<file path="src/hdl/srxl_pkg.sv">
// Purpose: constants for the receive link status register bank
// Assumes: APB, 32-bit data, word-aligned registers
// Notes: offsets are byte addresses
package srxl_pkg;
   // ---------------------------------------------------------------
   // register offsets
   // ---------------------------------------------------------------
   localparam logic [7:0] SRXL_OFF_SUBCLASS = 8'h00;
   localparam logic [7:0] SRXL_OFF_BUF_DELAY = 8'h04;
   localparam logic [7:0] SRXL_OFF_ERR_CTRL = 8'h08;
   localparam logic [7:0] SRXL_OFF_SYNC_STAT = 8'h0c;
   localparam logic [7:0] SRXL_OFF_DEBUG = 8'h10;
   localparam logic [7:0] SRXL_OFF_ADJ_LO = 8'h14;
   localparam logic [7:0] SRXL_OFF_ERRCNT_LO = 8'h34;
   localparam logic [7:0] SRXL_OFF_IRQ_STAT = 8'h54;
   localparam logic [7:0] SRXL_OFF_IRQ_MASK = 8'h58;
   // ---------------------------------------------------------------
   // fields and resets
   // ---------------------------------------------------------------
   localparam int SRXL_LANES = 8;
   localparam int SRXL_SUBCLASS_W = 2;
   localparam int SRXL_DELAY_W = 10;
   localparam int SRXL_ADJ_W = 10;
   localparam int SRXL_CNT_W = 16;
   localparam int SRXL_ERR_SYNC_DIS_BIT = 8;
   localparam int SRXL_ERR_CNT_EN_BIT = 0;
   localparam int SRXL_SYSREF_BIT = 16;
   localparam int SRXL_SYNC_BIT = 0;
   localparam int SRXL_DBG_W = 4;
   localparam int SRXL_DBG_DATA_BIT = 3;
   localparam int SRXL_DBG_ILA_BIT = 2;
   localparam int SRXL_DBG_CGS_BIT = 1;
   localparam int SRXL_DBG_K_BIT = 0;
   localparam int SRXL_IRQ_W = 3;
   localparam int SRXL_IRQ_SYNC = 0;
   localparam int SRXL_IRQ_SYSREF = 1;
   localparam int SRXL_IRQ_LOSS = 2;
   localparam logic [1:0] SRXL_SUBCLASS_RST = 2'h1;
   localparam logic [1:0] SRXL_SUBCLASS_1 = 2'h1;
   localparam logic [9:0] SRXL_DELAY_RST = 10'h000;
endpackage

</file>
<file path="src/hdl/srxl_regs.sv">
// Purpose: receive link configuration and status registers over APB
// Assumes: eight lanes, lane status synchronous to clk
// Notes: zero wait state APB slave; unmapped reads zero with pslverr
`timescale 1ns/100ps
// Behaviour
// - two-bit subclass select, resets to one
// - ten-bit buffer delay, resets to zero
// - bit 8 disables error reporting on sync
// - bit 0 enables per-lane error counters
// - counters hold while enable is clear
// - sysref captured bit 16 in subclass 1
// - status bit 0 shows link sync
// - debug register, four bits per lane
// - bit3 data start, bit2 ila start
// - bits 3:2 sticky, clear on read
// - bits 1:0 live cgs and k28.5
module srxl_regs
   import srxl_pkg::*;
(
   // clock and reset
   input wire logic clk,
   input wire logic rstn,
   // apb slave
   input wire logic psel,
   input wire logic penable,
   input wire logic pwrite,
   input wire logic [7:0] paddr,
   input wire logic [31:0] pwdata,
   output logic [31:0] prdata,
   output logic pready,
   output logic pslverr,
   // link status from the receiver
   input wire logic sync_ok,
   input wire logic sysref_evt,
   input wire logic [7:0] lane_data_start,
   input wire logic [7:0] lane_ila_start,
   input wire logic [7:0] lane_cgs,
   input wire logic [7:0] lane_k28,
   input wire logic [7:0] lane_link_err,
   input wire logic [79:0] lane_buf_adjust,
   // configuration to the receiver
   output logic [1:0] subclass,
   output logic [9:0] buf_delay,
   output logic sync_err_dis,
   // interrupt
   output logic irq
);
   // ---------------------------------------------------------------
   // state
   // ---------------------------------------------------------------
   typedef struct packed {
      logic [1:0] subclass;
      logic [9:0] delay;
      logic sync_dis;
      logic cnt_en;
      logic sync;
      logic sysref_cap;
      logic [2:0] irq_stat;
      logic [2:0] irq_mask;
      logic [31:0] rdata;
      logic ready;
      logic err;
      logic irq;
   } srxl_regs_t;
   srxl_regs_t s_r, s_nxt;

   logic [31:0] dbg_word;
   logic [15:0] cnt [SRXL_LANES];
   logic [9:0] adj [SRXL_LANES];
   logic setup, acc_wr, dbg_rd;
   logic [31:0] rd_mux;
   logic rd_bad;

   assign setup = psel && !penable;
   // answer one cycle after setup; access ends with pready high
   assign acc_wr = psel && penable && s_r.ready && pwrite;
   assign dbg_rd = setup && !pwrite && paddr == SRXL_OFF_DEBUG;

   // ---------------------------------------------------------------
   // lanes
   // ---------------------------------------------------------------
   genvar g;
   generate
      for (g = 0; g < SRXL_LANES; g++) begin : g_lane
         srxl_lane_dbg u_lane (
            .clk(clk),
            .rstn(rstn),
            .data_start(lane_data_start[g]),
            .ila_start(lane_ila_start[g]),
            .cgs(lane_cgs[g]),
            .k_rx(lane_k28[g]),
            .link_err(lane_link_err[g]),
            .dbg_rd(dbg_rd),
            .cnt_en(s_r.cnt_en),
            .dbg(dbg_word[g*SRXL_DBG_W +: SRXL_DBG_W]),
            .err_cnt(cnt[g])
         );
         assign adj[g] = lane_buf_adjust[g*SRXL_ADJ_W +: SRXL_ADJ_W];
      end
   endgenerate

   // ---------------------------------------------------------------
   // read decode
   // ---------------------------------------------------------------
   always_comb begin
      rd_mux = 32'h0000_0000;
      rd_bad = 1'b0;
      if (paddr[1:0] != 2'h0) begin
         rd_bad = 1'b1;
      end else if (paddr == SRXL_OFF_SUBCLASS) begin
         rd_mux[1:0] = s_r.subclass;
      end else if (paddr == SRXL_OFF_BUF_DELAY) begin
         rd_mux[9:0] = s_r.delay;
      end else if (paddr == SRXL_OFF_ERR_CTRL) begin
         rd_mux[SRXL_ERR_SYNC_DIS_BIT] = s_r.sync_dis;
         rd_mux[SRXL_ERR_CNT_EN_BIT] = s_r.cnt_en;
      end else if (paddr == SRXL_OFF_SYNC_STAT) begin
         rd_mux[SRXL_SYSREF_BIT] = s_r.sysref_cap;
         rd_mux[SRXL_SYNC_BIT] = s_r.sync;
      end else if (paddr == SRXL_OFF_DEBUG) begin
         rd_mux = dbg_word;
      end else if (paddr >= SRXL_OFF_ADJ_LO
                   && paddr < SRXL_OFF_ERRCNT_LO) begin
         rd_mux[9:0] = adj[paddr[4:2] - 3'h5];
      end else if (paddr >= SRXL_OFF_ERRCNT_LO
                   && paddr < SRXL_OFF_IRQ_STAT) begin
         rd_mux[15:0] = cnt[paddr[4:2] - 3'h5];
      end else if (paddr == SRXL_OFF_IRQ_STAT) begin
         rd_mux[2:0] = s_r.irq_stat;
      end else if (paddr == SRXL_OFF_IRQ_MASK) begin
         rd_mux[2:0] = s_r.irq_mask;
      end else begin
         rd_bad = 1'b1;
      end
   end

   // ---------------------------------------------------------------
   // next state
   // ---------------------------------------------------------------
   always_comb begin
      s_nxt = s_r;
      s_nxt.ready = setup;
      // error flag lives only for the access cycle, like pready
      s_nxt.err = setup && rd_bad;
      if (setup) begin
         s_nxt.rdata = pwrite ? 32'h0000_0000 : rd_mux;
      end
      if (acc_wr && !s_r.err) begin
         if (paddr == SRXL_OFF_SUBCLASS) begin
            s_nxt.subclass = pwdata[1:0];
         end
         if (paddr == SRXL_OFF_BUF_DELAY) begin
            s_nxt.delay = pwdata[9:0];
         end
         if (paddr == SRXL_OFF_ERR_CTRL) begin
            s_nxt.sync_dis = pwdata[SRXL_ERR_SYNC_DIS_BIT];
            s_nxt.cnt_en = pwdata[SRXL_ERR_CNT_EN_BIT];
         end
         if (paddr == SRXL_OFF_IRQ_STAT) begin
            s_nxt.irq_stat = s_r.irq_stat & ~pwdata[2:0];
         end
         if (paddr == SRXL_OFF_IRQ_MASK) begin
            s_nxt.irq_mask = pwdata[2:0];
         end
      end
      s_nxt.sync = sync_ok;
      if (sysref_evt && s_r.subclass == SRXL_SUBCLASS_1) begin
         s_nxt.sysref_cap = 1'b1;
      end
      // events set after the clear so a same-cycle event wins
      if (sync_ok && !s_r.sync) s_nxt.irq_stat[SRXL_IRQ_SYNC] = 1'b1;
      if (!sync_ok && s_r.sync) s_nxt.irq_stat[SRXL_IRQ_LOSS] = 1'b1;
      if (sysref_evt && s_r.subclass == SRXL_SUBCLASS_1) begin
         s_nxt.irq_stat[SRXL_IRQ_SYSREF] = 1'b1;
      end
      s_nxt.irq = |(s_nxt.irq_stat & s_nxt.irq_mask);
   end

   always_ff @(posedge clk) begin
      if (!rstn) begin
         s_r <= '0;
         s_r.subclass <= SRXL_SUBCLASS_RST;
         s_r.delay <= SRXL_DELAY_RST;
      end else begin
         s_r <= s_nxt;
      end
   end

   assign prdata = s_r.rdata;
   assign pready = s_r.ready;
   assign pslverr = s_r.err;
   assign subclass = s_r.subclass;
   assign buf_delay = s_r.delay;
   assign sync_err_dis = s_r.sync_dis;
   assign irq = s_r.irq;
endmodule

</file>
<file path="src/hdl/srxl_lane_dbg.sv">
// Purpose: one lane's debug nibble and link error counter
// Assumes: lane inputs synchronous to clk
// Notes: sticky bits clear on register read
`timescale 1ns/100ps
module srxl_lane_dbg
   import srxl_pkg::*;
(
   // clock and reset
   input wire logic clk,
   input wire logic rstn,
   // lane status
   input wire logic data_start,
   input wire logic ila_start,
   input wire logic cgs,
   input wire logic k_rx,
   input wire logic link_err,
   // control
   input wire logic dbg_rd,
   input wire logic cnt_en,
   // results
   output logic [3:0] dbg,
   output logic [15:0] err_cnt
);
   typedef struct packed {
      logic data_seen;
      logic ila_seen;
      logic [15:0] cnt;
   } srxl_lane_t;
   srxl_lane_t s_r, s_nxt;

   always_comb begin
      s_nxt = s_r;
      // read clears, but a new event in the same cycle still lands
      if (dbg_rd) begin
         s_nxt.data_seen = 1'b0;
         s_nxt.ila_seen = 1'b0;
      end
      if (data_start) s_nxt.data_seen = 1'b1;
      if (ila_start) s_nxt.ila_seen = 1'b1;
      // saturate at 16'hffff rather than wrap so a long burst never reads back as a small count
      if (cnt_en && link_err && s_r.cnt != 16'hffff) begin
         s_nxt.cnt = s_r.cnt + 16'h0001;
      end
   end

   always_ff @(posedge clk) begin
      if (!rstn) s_r <= '0;
      else s_r <= s_nxt;
   end

   assign dbg = {s_r.data_seen, s_r.ila_seen, cgs, k_rx};
   assign err_cnt = s_r.cnt;
endmodule

</file>
<file path="config.mk">
export PLATFORM = sky130hd
export DESIGN_NAME = srxl_regs
export DESIGN_NICKNAME = d
export VERILOG_FILES = /design/src/hdl/srxl_pkg.sv /design/src/hdl/srxl_regs.sv /design/src/hdl/srxl_lane_dbg.sv
export SDC_FILE = /design/constraint.sdc
export NUM_CORES = 1
export LEC_CHECK = 0
export BUFFER_PORTS_ARGS = -buffer_cell sky130_fd_sc_hd__buf_2
export CAP_MARGIN = 20
export CORE_ASPECT_RATIO = 1.75
export CORE_UTILIZATION = 30
export CTS_BUF_LIST = sky130_fd_sc_hd__clkbuf_8
export DETAILED_ROUTE_END_ITERATION = 6
export PLACE_DENSITY = 0.53
export RECOVER_POWER = 25
export SETUP_SLACK_MARGIN = 0.2
export SYNTH_ARGS = -nofsm -noshare
export SYNTH_HDL_FRONTEND = slang
export SYNTH_SLANG_ARGS = --single-unit
</file>
<file path="constraint.sdc">
create_clock -name clk -period 5.4 [get_ports clk]
set_input_delay 1.08 -clock clk [delete_from_list [all_inputs] [get_ports clk]]
set_output_delay 1.08 -clock clk [all_outputs]
set_load 0.005 [all_outputs]
</file>
==> results.tsv <==
metric	value	unit
first-pass GRT wire length	52100	um
die width	146	um
CTS Sinks	201	
GRT met3 Usage	0.0207	
Synth Area in Adders	0.0150	
layout cells sized above 1	0.218	
failing checks	capacitance limit, slew limit	
crit path max fanout	27	
final instance area	12600	um^2
HPWL Detailed	26000	um
placed instance count	1772	
commonest non-fill, non-tap cell in the layout	dfxtp_1	
DR pass1 iterations	5	
Ys Warns	0	
Hold Vio Cnt, Final	0	
Core Region	35400	um^2
busiest grt layer	met2	
Setup Buffers After CTS	0	
clk root buf	clkbuf_8	
Compound-Gate Fraction of Synth Area	0.0974	
Crit Path Category	in -> reg	
register area share after synthesis	0.371	
DRT antenna net count	0	
largest net degree at the start of global routing	136	
Worst-Margin Slew	1.71	ns
drt drc	0	
final clock skew	0.0131	ns
syn nets	1390	
leading cell types in the layout, fill and taps excluded	dfxtp_1, nor2_1, buf_2	
EDFF count, synth	0	
pre-CTS WS	1.29	ns
TritonCTS clock tree	yes	
syn avg cell area	8.96	um^2
Final nets	1521	
GP Congestion	0.922	
final-report setup violation count	0	
Reg clk slew, reported paths	0.07	ns
Critical Path RT	5.88	ns
Critical Path AT	3.95	ns
Async S/R FF share, synth	0	
final slew viol count	22	
Distinct cells, synth	58	
initial antenna violation count	3	
setup ws final	1.92	ns
multiplexer area fraction after synthesis	0.146	
routed len/inst	18.7	um
post-CTS sizing	0	
fmax	288	MHz
#FFs+latches synth	201	
CP Launch Type	input port	
via count	9468	
Synth Area in XOR/XNOR	0.0855	
Mapped Cells	1210	
Total GRT Usage	0.182	
worst-case clock buffer depth	3	
most frequent CP cell	buf_4	
worst path cell trace	buf_4 > inv_1 > ha_2 > buf_4 > mux4_2 > mux2i_1 > o22a_1 > a21oi_1 > o2111a_1	
Rel. slew slack	-0.142	
Die H	253	um
initial core utilization	0.306	
Clock Latency Late Sink	0.58	ns
area of the die	36900	um^2
number of global-route vias before repair	9353	
row count	91	
final cell count without fillers	1832	
Initial DRC Count	483	
Num CTS Buffers	31	
RSZ-0062 raised after global routing	no	
Worst IR Drop VDD	127	uV
met1 Use GR	0.182	
CTS H-tree lvls	1	
crit path time final	3.48	ns
final worst-path cycle share	0.644	
P_leak	4.54	nW
total gr overflow	0	
Crit. End Element	flip-flop	
Placement Cell Area	11900	um^2
ys flop type	dfxtp_1	
Syn-to-layout area delta	16.4	%
post-synthesis simple-gate area fraction	0.226	
CP peak stage delay	0.85	ns
status	finished, violations left	
met2 Usage GRT	0.353	
I/O pin count	215	
DRT Wirelength	34300	um
CP max-delay cell	ha_2	
overall power	3.28	mW
P per Cell Area	260	nW/um^2
drt via density	5.17	
combinational family with the most area after synthesis	simple AND/OR/NAND/NOR gates	
worst min-delay path class	reg -> reg	
Setup TNS Final	0	ns
Buffers on Ports	192	
CTS Hold Buffers Added	0	
synthesized area	10800	um^2
total of max-cap violations	1	
cell type report:
cell class	count	area, um^2
Antenna cell	3	7.51
Sequential cell	201	4020
Clock inverter	18	210
Inverter	18	72.6
Clock buffer	38	523
Fill cell	3683	22800
Tap cell	465	582
Multi-Input combinational cell	887	6200
Timing Repair Buffer	202	1000
flip-flops by register name, summed over array words and instances (netlist names):
name                   flops
irq                        1
g_lane.u_lane.dbg         16
s_r                        9
g_lane.u_lane.err_cnt    128
pready                     1
pslverr                    1
subclass                   2
prdata                    32
sync_err_dis               1
buf_delay                 10
synth_stat cells, types with 2 or more instances:
cell        n  area share
xnor2_1    60       0.048
a211oi_1    4      0.0028
a31oi_1     3      0.0017
nor2b_1     5      0.0029
dfxtp_1   201        0.37
or4_1       2      0.0014
o22ai_1     2      0.0012
o22a_1      7      0.0057
or2_2       2      0.0012
buf_4      45       0.031
nor2_1    195       0.068
a211o_1     2      0.0016
or3b_1      2      0.0016
o221a_2     2      0.0021
nand2_1    88       0.030
nand2b_1    5      0.0029
mux2_2      9      0.0094
a21oi_1    57       0.026
a222oi_1    6      0.0055
a31o_2      3      0.0024
o21ai_0    34       0.016
nor4b_1     3      0.0024
o21a_1     11      0.0076
inv_1      17      0.0059
nor3_1     36       0.017
mux4_2     52        0.11
clkbuf_1   48       0.017
xor2_1     44       0.036
or3_1       9      0.0052
mux2i_1    31       0.029
buf_2      10      0.0046
ha_1       13       0.015
and3_1     21       0.012
nor3b_1     6      0.0042
nor4_1     14      0.0081
and2_1     10      0.0058
nand3_1    60       0.028
nand4_1    34       0.020
and4_1     13       0.011
a22oi_1    21       0.015
nand3b_1    4      0.0028
o211ai_1    3      0.0021
per-layer routing:
layer	vias to the layer above	share of wire
met1	4562	0.37
met2	266	0.54
met5	-	0
met3	78	0.037
met4	0	0.055
li1	4562	-
power by group:
part	switching (mW)	leakage (nW)	internal, mW
Combinational	0.140	2.52	0.120
Clock	0.638	0.400	0.877
Sequential	0.00694	1.63	1.49
Total	0.785	4.54	2.49
path summary, 6_finish.rpt:
kind              start                            to  slack (ns)  cells past startpoint
min reg2reg  prdata[16]                    prdata[16]        0.47                      2
max            paddr[2]                     prdata[0]        1.92                      9
max reg2reg     s_r[43]  g_lane[2].u_lane.err_cnt[13]        2.74                      5
min          prdata[16]                    prdata[16]        0.47                      2
cell families (layout without fill, tap and decap cells):
| kind of cell | after synthesis | count (layout) |
|---|---|---|
| simple gates | 512 | 512 |
| flops | 201 | 201 |
| compound gates | 165 | 165 |
| buf+inv | 122 | 276 |
| xor+xnor | 105 | 105 |
| mux | 92 | 92 |
| fa+ha+maj | 13 | 13 |
| other cells | 0 | 3 |
worst max-delay path: cells and delay by family:
| family | cells | cell delay, ns |
|---|---|---|
| AOI/OAI and AO/OA | 3 | 0.50 |
| buffers and inverters | 3 | 0.91 |
| muxes | 2 | 0.60 |
| adders and majority gates | 1 | 0.85 |
per-stage QoR:
stage	util	hold slack [ns]
floorplan	-	0.437
global placement	0.336	0.458
detailed placement	0.336	0.459
CTS	0.357	0.468
global route	0.356	0.496
finish	0.356	0.465
No activity file was read; power rests on OpenSTA's default activity.
